## src/inc/ppoc_pkg.sv

```systemverilog
// Package for the port power and overcurrent control block.
// Assumes a single 125 MHz clock domain and a plain register port.
package ppoc_pkg;

  localparam int PPOC_CLK_PERIOD_PS = 8000;
  localparam int PPOC_TICK_PERIOD_NS = 1000000;
  localparam int PPOC_TICK_CYCLES = PPOC_TICK_PERIOD_NS * 1000 / PPOC_CLK_PERIOD_PS;

  localparam logic [7:0] PPOC_ADDR_MIN_WIDTH = 8'hea;
  localparam logic [7:0] PPOC_ADDR_DOUBLE_WIN = 8'heb;
  localparam logic [7:0] PPOC_ADDR_LOCKOUT = 8'he1;
  localparam logic [7:0] PPOC_ADDR_CTRL = 8'h00;
  localparam logic [7:0] PPOC_ADDR_POWER = 8'h04;
  localparam logic [7:0] PPOC_ADDR_FLAGS = 8'h08;
  localparam logic [7:0] PPOC_ADDR_PIN = 8'h0c;
  localparam logic [7:0] PPOC_ADDR_CHARGE = 8'h10;

  localparam logic [3:0] PPOC_MIN_WIDTH_RST = 4'h1;
  localparam logic [3:0] PPOC_MIN_WIDTH_MAX = 4'h5;
  localparam logic [7:0] PPOC_DOUBLE_WIN_RST = 8'h14;
  localparam logic [7:0] PPOC_LOCKOUT_RST = 8'h0a;
  localparam int PPOC_CTRL_GANG_BIT = 0;

  typedef struct packed {
    logic [3:0] min_width;
    logic [7:0] double_win;
    logic [7:0] lockout;
  } ppoc_timing_t;

  typedef struct packed {
    logic [7:0] addr;
    logic [7:0] wdata;
    logic write;
    logic read;
  } ppoc_bus_t;

endpackage

```

## src/hdl/ppoc_filter.sv

```systemverilog
// One overcurrent filter for a single sense pin.
// Assumes a 1 ms tick pulse and a synchronous sense level.
`timescale 1ns/1ps
`default_nettype none
module ppoc_filter import ppoc_pkg::*; (
  input wire logic i_clock,
  input wire logic i_nrst,
  input wire logic i_tick,
  input wire logic i_enable,
  input wire logic i_sense_low,
  input wire ppoc_timing_t i_timing,
  output logic o_fault
);

  typedef enum logic [2:0] {
    PPOC_OFF = 3'b001,
    PPOC_LOCK = 3'b010,
    PPOC_WATCH = 3'b100
  } ppoc_state_t;

  ppoc_state_t state, next_state;
  logic [7:0] lock_cnt, next_lock_cnt;
  logic [3:0] low_cnt, next_low_cnt;
  logic [7:0] win_cnt, next_win_cnt;
  logic win_open, next_win_open;
  logic low_prev, next_low_prev;
  logic fault_pulse, next_fault_pulse;

  always_comb begin
    next_state = state;
    next_lock_cnt = lock_cnt;
    next_low_cnt = low_cnt;
    next_win_cnt = win_cnt;
    next_win_open = win_open;
    next_low_prev = 1'b0;
    next_fault_pulse = 1'b0;
    case (state)
      PPOC_OFF: begin
        next_lock_cnt = 8'h00;
        next_low_cnt = 4'h0;
        next_win_open = 1'b0;
        if (i_enable) begin
          next_state = PPOC_LOCK;
        end
      end
      PPOC_LOCK: begin
        // Pin ignored while supply ramps
        if (i_tick) begin
          next_lock_cnt = lock_cnt + 8'h01;
        end
        if (i_tick && lock_cnt + 8'h01 >= i_timing.lockout) begin
          next_state = PPOC_WATCH;
        end
      end
      PPOC_WATCH: begin
        // Continuous sampling while enabled
        next_low_prev = i_sense_low;
        if (!i_sense_low) begin
          next_low_cnt = 4'h0;
        end else if (i_tick && low_cnt != 4'hf) begin
          next_low_cnt = low_cnt + 4'h1;
        end
        // Single pulse width from software setting
        if (i_sense_low && low_cnt >= i_timing.min_width) begin
          next_fault_pulse = 1'b1;
        end
        // Rolling window opened by first low group
        if (win_open && i_tick) begin
          next_win_cnt = win_cnt + 8'h01;
          if (win_cnt + 8'h01 >= i_timing.double_win) begin
            next_win_open = 1'b0;
          end
        end
        if (i_sense_low && !low_prev) begin
          if (win_open) begin
            next_fault_pulse = 1'b1;
          end else begin
            next_win_open = 1'b1;
            next_win_cnt = 8'h00;
          end
        end
      end
      default: next_state = PPOC_OFF;
    endcase
    if (!i_enable) begin
      next_state = PPOC_OFF;
    end
  end

  always_ff @(posedge i_clock or negedge i_nrst) begin
    if (!i_nrst) begin
      state <= PPOC_OFF;
      lock_cnt <= 8'h00;
      low_cnt <= 4'h0;
      win_cnt <= 8'h00;
      win_open <= 1'b0;
      low_prev <= 1'b0;
      fault_pulse <= 1'b0;
    end else begin
      state <= next_state;
      lock_cnt <= next_lock_cnt;
      low_cnt <= next_low_cnt;
      win_cnt <= next_win_cnt;
      win_open <= next_win_open;
      low_prev <= next_low_prev;
      fault_pulse <= next_fault_pulse;
    end
  end

  assign o_fault = fault_pulse;

endmodule
`default_nettype wire

```

## src/hdl/ppoc_top.sv

```systemverilog
// Downstream port power control with overcurrent sensing.
// Assumes synchronous pins, 125 MHz clock, external pin resolver.
//
// Local design decisions: strobed register access and the address map.
`timescale 1ns/1ps
`default_nettype none
// What this block does
// - Each port uses one pin for power enable and overcurrent sense
// - Ganged mode: one shared pin powers and senses all ports
// - Ganged mode set only by configuration register, not other inputs
// - Ganged overcurrent sets every port flag together
// - Individual mode is the reset default
// - Power off without charge indication drives pin low and disables pull-up
// - Power on releases driver and enables pull-up
// - Short transient lows are filtered out
// - Enabled port pin is sampled continuously
// - Low lasting single-pulse width declares overcurrent
// - Two low groups within double window declare overcurrent
// - Pulse width and window come from software settings
// - Pin ignored for lockout time after power on
// - Individual mode: per-port battery charging supply indication on control pin
// - Width field 4 bits, 0 to 5 ms, upper bits reserved
// - Double window 8 bits, 1 ms steps, resets to 20 ms
// - Lockout 8 bits, 1 ms steps, resets to 10 ms
module ppoc_top import ppoc_pkg::*; #(
  parameter int PORTS = 6,
  parameter int TICK_CYCLES = PPOC_TICK_CYCLES
) (
  input wire logic i_clock,
  input wire logic i_nrst,
  input wire logic [7:0] i_addr,
  input wire logic [7:0] i_wdata,
  input wire logic i_write,
  input wire logic i_read,
  output logic [7:0] o_rdata,
  input wire logic [PORTS-1:0] i_port_power_sense_pins,
  output logic [PORTS-1:0] o_port_power_sense_pins,
  output logic [PORTS-1:0] o_port_power_sense_pins_oe_n,
  output logic [PORTS-1:0] o_port_pullup_en,
  input wire logic i_shared_power_sense_pin,
  output logic o_shared_power_sense_pin,
  output logic o_shared_power_sense_pin_oe_n,
  output logic o_shared_pullup_en,
  output logic [PORTS-1:0] o_overcurrent
);

  // Refuse port counts and tick lengths the logic cannot serve
  if (PORTS < 1 || PORTS > 8 || TICK_CYCLES < 1) begin : gen_bad_params
    $error("ppoc_top: unsupported parameters");
  end

  ppoc_bus_t bus;
  ppoc_timing_t timing, next_timing;
  logic gang, next_gang;
  logic [PORTS-1:0] power, next_power;
  logic [PORTS-1:0] charge, next_charge;
  logic [PORTS-1:0] flags, next_flags;
  logic [7:0] rdata, next_rdata;
  logic [31:0] tick_cnt, next_tick_cnt;
  logic tick, next_tick;
  logic [PORTS-1:0] fault;
  logic gang_fault;

  function automatic logic [7:0] ppoc_pad(input logic [PORTS-1:0] v);
    logic [7:0] r;
    r = 8'h00;
    r[PORTS-1:0] = v;
    return r;
  endfunction

  assign bus = '{addr: i_addr, wdata: i_wdata, write: i_write, read: i_read};

  // Common 1 ms tick
  always_comb begin
    next_tick = 1'b0;
    next_tick_cnt = tick_cnt + 32'd1;
    if (tick_cnt >= 32'(TICK_CYCLES - 1)) begin
      next_tick_cnt = 32'd0;
      next_tick = 1'b1;
    end
  end

  always_comb begin
    next_timing = timing;
    next_gang = gang;
    next_power = power;
    next_charge = charge;
    next_rdata = 8'h00;
    // Latched per-port flags, hardware set wins over clear
    next_flags = flags;
    if (bus.write) begin
      case (bus.addr)
        PPOC_ADDR_MIN_WIDTH: begin
          // Codes above five saturate; reserved bits dropped
          if (bus.wdata[3:0] > PPOC_MIN_WIDTH_MAX) begin
            next_timing.min_width = PPOC_MIN_WIDTH_MAX;
          end else begin
            next_timing.min_width = bus.wdata[3:0];
          end
        end
        PPOC_ADDR_DOUBLE_WIN: begin
          // Zero never accepted
          if (bus.wdata != 8'h00) begin
            next_timing.double_win = bus.wdata;
          end
        end
        PPOC_ADDR_LOCKOUT: begin
          // Zero never accepted
          if (bus.wdata != 8'h00) begin
            next_timing.lockout = bus.wdata;
          end
        end
        // Mode only via configuration register
        PPOC_ADDR_CTRL: next_gang = bus.wdata[PPOC_CTRL_GANG_BIT];
        PPOC_ADDR_POWER: next_power = bus.wdata[PORTS-1:0];
        PPOC_ADDR_FLAGS: next_flags = flags & ~bus.wdata[PORTS-1:0];
        PPOC_ADDR_CHARGE: next_charge = bus.wdata[PORTS-1:0];
        default: next_rdata = 8'h00;
      endcase
    end
    // Ganged fault flags all ports
    if (gang) begin
      next_flags = next_flags | {PORTS{gang_fault}};
    end else begin
      next_flags = next_flags | fault;
    end
    if (bus.read) begin
      case (bus.addr)
        PPOC_ADDR_MIN_WIDTH: next_rdata = {4'h0, timing.min_width};
        PPOC_ADDR_DOUBLE_WIN: next_rdata = timing.double_win;
        PPOC_ADDR_LOCKOUT: next_rdata = timing.lockout;
        PPOC_ADDR_CTRL: next_rdata = {7'h00, gang};
        PPOC_ADDR_POWER: next_rdata = ppoc_pad(power);
        PPOC_ADDR_FLAGS: next_rdata = ppoc_pad(flags);
        PPOC_ADDR_PIN: next_rdata = ppoc_pad(i_port_power_sense_pins);
        PPOC_ADDR_CHARGE: next_rdata = ppoc_pad(charge);
        default: next_rdata = 8'h00;
      endcase
    end
  end

  always_ff @(posedge i_clock or negedge i_nrst) begin
    if (!i_nrst) begin
      timing <= '{min_width: PPOC_MIN_WIDTH_RST,
                  double_win: PPOC_DOUBLE_WIN_RST,
                  lockout: PPOC_LOCKOUT_RST};
      gang <= 1'b0; // Individual mode default
      power <= '0;
      charge <= '0;
      flags <= '0;
      rdata <= 8'h00;
      tick_cnt <= 32'd0;
      tick <= 1'b0;
    end else begin
      timing <= next_timing;
      gang <= next_gang;
      power <= next_power;
      charge <= next_charge;
      flags <= next_flags;
      rdata <= next_rdata;
      tick_cnt <= next_tick_cnt;
      tick <= next_tick;
    end
  end

  // Per-port filters on each combined pin
  genvar g;
  generate
    for (g = 0; g < PORTS; g++) begin : gen_port
      ppoc_filter u_filter (
        .i_clock(i_clock),
        .i_nrst(i_nrst),
        .i_tick(tick),
        .i_enable(power[g] && !gang),
        .i_sense_low(!i_port_power_sense_pins[g]),
        .i_timing(timing),
        .o_fault(fault[g])
      );
    end
  endgenerate

  // Shared pin filter for ganged mode
  ppoc_filter u_gang_filter (
    .i_clock(i_clock),
    .i_nrst(i_nrst),
    .i_tick(tick),
    .i_enable(power[0] && gang),
    .i_sense_low(!i_shared_power_sense_pin),
    .i_timing(timing),
    .o_fault(gang_fault)
  );

  // Off drives low, no pull-up; on releases with pull-up
  // In individual mode, charge indication releases pin of unpowered port
  always_comb begin
    o_port_power_sense_pins = '0;
    o_port_power_sense_pins_oe_n = gang ? '0 : (power | charge);
    o_port_pullup_en = gang ? '0 : (power | charge);
    o_shared_power_sense_pin = 1'b0;
    o_shared_power_sense_pin_oe_n = gang & power[0];
    o_shared_pullup_en = gang & power[0];
  end

  assign o_rdata = rdata;
  assign o_overcurrent = flags;

endmodule
`default_nettype wire

```

## config.mk

```make
export PLATFORM = sky130hd
export DESIGN_NAME = ppoc_top
export DESIGN_NICKNAME = d
export VERILOG_FILES = /design/src/inc/ppoc_pkg.sv /design/src/hdl/ppoc_filter.sv /design/src/hdl/ppoc_top.sv
export SDC_FILE = /design/constraint.sdc
export NUM_CORES = 1
export LEC_CHECK = 0
export ABC_CLOCK_PERIOD_IN_PS = 3400
export BUFFER_PORTS_ARGS = -buffer_cell sky130_fd_sc_hd__buf_2
export CAP_MARGIN = 20
export CORE_AREA = 2 2 161 179
export CTS_BUF_LIST = sky130_fd_sc_hd__clkbuf_16
export CTS_CLUSTER_DIAMETER = 40
export DETAILED_ROUTE_END_ITERATION = 7
export DIE_AREA = 0 0 163 181
export MAX_ROUTING_LAYER = met4
export PLACE_DENSITY = 0.78
export SETUP_SLACK_MARGIN = 0.15
export SYNTH_ARGS = -nofsm -noshare
export SYNTH_HDL_FRONTEND = slang
export SYNTH_SLANG_ARGS = --single-unit
```

## constraint.sdc

```tcl
create_clock -name i_clock -period 3.4 [get_ports i_clock]
set_input_delay 0.68 -clock i_clock [delete_from_list [all_inputs] [get_ports i_clock]]
set_output_delay 0.68 -clock i_clock [all_outputs]
set_load 0.005 [all_outputs]
```

# Word level (Yosys, flattened, before mapping)
# Index checks and enable logic that the tools add are counted.
[op_classes]
mul = 0
n_div = 0
shift = 0
bitwise = 6
n_lt_le_gt_ge = 23
reduce_logical = 100
eq_ne = 63
muxes = 156
addsub = 22
[op_table]
columns = ["cell", "n"]
rows = [
  ["two-way mux 8 bit", 29],
  ["adder 8 x 1 -> 8 bit (second input constant)", 14],
  [">= comparator 8 bit", 14],
  ["one-hot mux 8 bit (2 select lines)", 7],
  ["two-way mux 1 bit", 64],
  ["one-hot mux 8 bit (8 select lines)", 1],
  ["one-hot mux 3 bit (3 select lines)", 7],
  ["two-way mux 4 bit", 15],
  ["one-hot mux 4 bit (2 select lines)", 7],
  ["AND reduction 2 bit", 25],
  ["logical AND 1 bit", 42],
  ["two-way mux 3 bit", 14],
  ["adder 32 x 1 -> 32 bit (second input constant)", 1],
  [">= comparator 32 x 17 -> 1 bit (second input constant)", 1],
  ["two-way mux 32 bit", 1],
  ["adder 4 x 1 -> 4 bit (second input constant)", 7],
  [">= comparator 4 bit", 7],
  ["inequality test 2 bit (second input constant)", 14],
  ["inequality test 4 bit (second input constant)", 7],
  ["nonzero test 2 bit", 14],
  ["== test 8 bit (second input constant)", 3],
  ["two-way mux 6 bit", 4],
  ["== test 3 x 1 -> 1 bit (second input constant)", 7],
  ["== test 3 x 2 -> 1 bit (second input constant)", 7],
  ["other kinds (16)", 58],
]
[word_totals]
reg_bits = 262
word_cells = 429
mem_count = 0
inputBits = 27
ramBits = 0
mem_bits_ro = 0
latch_bits = 0
output_inout_bits = 35

# Longest topological paths before layout
[depth]
depth_word = 7
ltp_mapped = 10
mapped_depth_nobuf = 10

# By module
# From an unflattened synthesis, not the netlist that was laid out.
[hier_totals]
hier_cells = 1829
area_unflattened_um2 = 17204.0
[by_module_without_submodules]
columns = ["mod", "instances", "cells_each", "area_per_inst_um2", "seq_area_each_um2"]
rows = [
  ["ppoc_filter", 7, 211, 1896.8, 651.9],
  ["ppoc_top", 1, 352, 3926.3, 2008.2],
]

# Worst setup path after synthesis
# No wires, ideal clock.
[synth_timing]
path_type = "reg-to-reg"
start = "register u_gang_filter.lock_cnt[0]"
end = "register u_gang_filter.state[1]"
slack_ns = 0.926
arrival_time_ns = 2.391
period_less_slack_ns = 2.474
required_ns = 3.317
stages_incl_launch_ff = 10
setup_ns = 0.083
path_buffers = 0
cell_sequence = "dfrtp_1 -> and3_1 -> and3_1 -> and3_1 -> xor2_1 -> ha_1 -> and3_1 -> a221o_1 -> or4_1 -> o21ai_0"
[synth_via]
elab_chain_cells = 5
[synth_rtl]
columns = ["item", "line", "source"]
rows = [
  ["start: declaration", "ppoc_filter.sv:22", "logic [7:0] lock_cnt, next_lock_cnt;"],
  ["start signal: assignment", "ppoc_filter.sv:101", "lock_cnt <= next_lock_cnt;"],
  ["adder 8 x 1 -> 8 bit", "ppoc_filter.sv:51", "if (i_tick && lock_cnt + 8'h01 >= i_timing.lockout) begin"],
  [">= comparator 8 bit", "ppoc_filter.sv:51", ""],
  ["logical AND 1 bit", "ppoc_filter.sv:51", ""],
  ["inequality test 3 bit (no source line)", "--", ""],
  ["AND reduction 2 bit (no source line)", "--", ""],
  ["end signal: assignment", "ppoc_filter.sv:100", "state <= next_state;"],
  ["end: declaration", "ppoc_filter.sv:21", "ppoc_state_t state, next_state;"],
]
# No other way between the ends.
# A chain may end at the register's enable or synchronous reset.

# Worst setup path after layout
# Ends and elaborated chain as after synthesis.

==> results list <==
* Run status: finished, final reports clean
- In the routed layout, each cell is associated on average with a via count of about 6.
- The cell that appears most often on the critical path is sky130_fd_sc_hd__and3_1.
- After synthesis, the share of flip-flops with an asynchronous set or reset is 1.00.
- Setup repair after global routing left no endpoint under its margin.
* CTS tree: built
- # port buffers: 54
* Slew HR: 0.354
* Placed Area: roughly 0.017 mm^2
* Cell family contributing the most delay on the critical path: simple AND/OR/NAND/NOR gates
* Detailed-route DRC error count: 0
* Clk pin slew, worst setup/hold paths: about 0.050 ns
- Maximum clock insertion buffer count: 3
- Min Clock Period, post-route: between 2 and 3 ns
* Synth Cell Area: 0.0162 mm^2
* Number of nets at the end of the flow: approximately 1900
- For this run, the total global-route usage over all layers was measured as 0.272.
- Syn Inst Count: approximately 1700
- First-pass iteration count of the detailed router: 5
- Net Sw Frac: 0.241
* Element type at the critical path start: register
- Clock insertion delay at the later pin of the skew report: approximately 0.53 ns
* Number of buffers and inverters on the critical path: 0
- The floorplan has 64 rows.
- Of the post-synthesis cell area, the dominant cell type holds 0.387.
- # placed instances: 2052
- Walking the worst path, the cells encountered are and3_1 -> and3_1 -> and3_1 -> xor2_1 -> ha_1 -> and3_1 -> a221o_1 -> or4_1 -> o21ai_0.
- Multiplexer share of the synthesized area: 0.0309
- The tool flagged a number of max-cap violations equal to 0.
- Power per Cell Area: between 400 and 500 mW/mm^2
* Detail Route Antenna Nets: 0
- Internal portion of total power: 6.07 mW
- The die covers ~0.03 mm^2.
- Post-cts gate resize count: 0
- Setup violations remaining at the end of the flow were counted as 0.
* Layout-stage area growth over the synthesis result: 12.6%
- The H-tree generated during clock tree synthesis spans 2 levels.
- Number of top-level design ports: 62
* Maximum achievable frequency: 369 MHz
- After legalization and detailed placement, the total HPWL measured 26.8 mm.
- Of the total synthesized cell area, the portion taken by AND, OR, NAND and NOR gates is 0.186.
- Each instance of the synthesized netlist takes up on average about 10 um^2.
- Counting flops with a built-in enable in the synthesized netlist gives 0.
* Largest net degree at the start of global routing: 94
- By area, the combinational part of the netlist is dominated by simple AND/OR/NAND/NOR gates.
* Static Leakage: ~8.4 nW
- The tree is rooted in a sky130_fd_sc_hd__clkbuf_16.
- Placeable core area: between 0.02 and 0.03 mm^2
- Final Hold Vio Count: 0
* Count of pins over their slew limit: 0
- Along the worst path, the maximum fanout reaches 6.
- Starting density of the core: 0.585
- Xor/xnor share of the synthesized area: 0.0796
- Number of buffers created by CTS: 40
- Once layout is done, the placed cells without fillers occupy 0.0182 mm^2.
- Routability cong.: between 0.9 and 1
* CTS Hold Buffers Added: 0
- Of the total synthesized cell area, the portion taken by full adders, half adders and majority gates is 0.125.
- Hold timing on the final database bottoms out at a slack of approximately 0.17 ns.
* Setup CP Type: register to register
* Largest cells by area after synthesis: sky130_fd_sc_hd__dfrtp_1, sky130_fd_sc_hd__ha_1, sky130_fd_sc_hd__xor2_1
- From bottom edge to top edge, the die measures 181 um.
* Flops & latches, synth: between 200 and 300
- Finished Layout Cells: 2126
- The slowest stage of the critical path belongs to the cell sky130_fd_sc_hd__dfrtp_1.
- In this design, the stage delay of the slowest critical-path cell is around 0.43 ns.
* Post-Route WL: 38.0 mm
- STA classifies the critical path endpoint as a register.
- Sw power: 1.92 mW
* Hold/Removal Path Class: input port to async pin
* Number of diodes: 0
- Maximum ir drop on the vdd rail: between 0.0005 and 0.0006 V
- Sequential cell area fraction in the yosys report: 0.406
- Warnings, synthesis: 0
- Iteration-0 DRC count of the detailed router: slightly above 900
- Dividing the final minimum period by the clock period gives 0.796.
- Part of the power in registers: 0.402
- In the final layout, the share of cells above drive strength 1 is 0.116.
- The first global-routing pass estimated roughly 64 mm of wire.
- The number of antenna violations at the first check in global routing came to 0.
* Setup Buffers After CTS: 0
- The clock arrives with 0.0295 ns of skew.
* Total gr overflow: 0
* Arrival time reported for the critical path endpoint: about 3.2 ns
* Proportion of power drawn by combinational gates: 0.062
- For this block, the via count after detailed routing is roughly 13000.
* Total negative setup slack: 0 ns
- For the pin with the worst max-slew slack, the measured transition is a little under 1 ns.
- Yosys cell types: 73
- Horizontal extent of the die: 163 um
- The via count of the first global-routing pass is 12822.
- Clock tree sinks: about 260
* Part of the total power dissipated in the clock network: 0.536
- Dividing the detail-routed wire length by the instance count gives ~18 um.
* Cell accounting for the most synthesized area: sky130_fd_sc_hd__dfrtp_1
- The share of the synthesized area in compound gates (AO/OA/AOI/OAI) was 0.140.
* Top FF cell, synth: sky130_fd_sc_hd__dfrtp_1
- Worst endpoint required time: 3.86 ns
==> area by class of cell <==
class	count	area [um^2]
Fill cell	2163	9410
Clock buffer	42	1050
Multi-Input combinational cell	1306	9180
Clock inverter	32	363
Tap cell	363	454
Sequential cell	262	6570
Timing Repair Buffer	65	388
Inverter	56	210
==> placed cells by master, fill, tap and decap left out, drive strengths merged, types with 17 or more instances in the layout <==
| master | n |
|---|---|
| mux2 | 31 |
| dfrtp | 250 |
| nand2b | 45 |
| xor2 | 93 |
| clkbuf | 42 |
| nor2 | 163 |
| conb | 22 |
| nor2b | 38 |
| o21ai | 117 |
| inv | 63 |
| ha | 162 |
| a22o | 29 |
| xnor2 | 54 |
| nand2 | 115 |
| and3 | 52 |
| buf | 65 |
| a32o | 17 |
| nand3 | 62 |
| a21oi | 72 |
==> flip-flops by register name, summed over array words and instances (netlist names), 3 cells and up <==
name	cells
gen_port.u_filter.low_prev	6
gen_port.u_filter.lock_cnt	48
gen_port.u_filter.state	18
u_gang_filter.win_cnt	8
gen_port.u_filter.low_cnt	24
o_rdata	8
u_gang_filter.state	3
gen_port.u_filter.o_fault	6
o_overcurrent	6
u_gang_filter.lock_cnt	8
charge	6
power	6
timing	20
gen_port.u_filter.win_cnt	48
tick_cnt	32
u_gang_filter.low_cnt	4
gen_port.u_filter.win_open	6
==> per-stage QoR <==
| stage | power (mW) | setup WS (ns) | utilization |
|---|---|---|---|
| 2_1_floorplan | 3.55 | 0.926 | - |
| 3_3_place_gp | 3.74 | 0.789 | 0.608 |
| 3_5_place_dp | 3.76 | 0.713 | 0.608 |
| 4_1_cts | 8.04 | 0.714 | 0.659 |
| 5_1_grt | 8.28 | 0.567 | 0.659 |
| 6_report | 7.99 | 0.692 | 0.659 |
==> kinds of logic after synthesis <==
group,Yosys count
compound gates,350
xor+xnor,147
fa+ha+maj,162
buf+inv,117
flops,262
mux,46
other cells,1
simple gates,579
==> synth_stat cells (all sizes together) (25+ instances only) <==
master,instances
o21ai,117
nor2b,38
clkbuf,36
xor2,93
buf,25
a21oi,72
ha,162
inv,56
dfrtp,250
and3,52
nand2,115
xnor2,54
nand3,62
nor2,163
nand2b,45
mux2,31
a22o,29
==> per-layer routing <==
| metal | wire, um | track usage |
|---|---|---|
| met1 | 16500 | 0.343 |
| met2 | 18500 | 0.455 |
| met3 | 1890 | 0.0411 |
| met4 | 1140 | 0.0825 |
| met5 | 0 | - |
==> power groups by stage <==
stage	Clock, mW	Combinational (mW)	Sequential [mW]
2_1_floorplan	0	0.302	3.25
3_3_place_gp	0	0.473	3.26
3_5_place_dp	0	0.492	3.26
4_1_cts	4.33	0.499	3.21
5_1_grt	4.50	0.562	3.22
6_report	4.28	0.498	3.21
==> worst register-to-register path, delay by kind of cell, from the launching register on <==
kind                     cells  cell delay, ns
AO/OA/AOI/OAI                2            0.51
XOR/XNOR                     1            0.21
adder cells (fa/ha/maj)      1            0.29
flip-flops                   1            0.43
AND/OR/NAND/NOR              5            1.19
==> path summary, 6_finish.rpt <==
kind	startpoint	endpoint	slack (ns)	cells after the start
setup / recovery	u_gang_filter.lock_cnt[0]	u_gang_filter.state[1]	0.69	9
hold / removal	i_nrst	o_rdata[2]	0.17	1
setup reg to reg	u_gang_filter.lock_cnt[0]	u_gang_filter.state[1]	0.69	9
hold reg to reg	gen_port[2].u_filter.o_fault	o_overcurrent[2]	0.46	1
max in group asynchronous	i_nrst	gen_port[3].u_filter.lock_cnt[7]	2.35	2
min in group i_clock	i_wdata[7]	timing[7]	0.44	2
(Power assumes the default switching activity.)
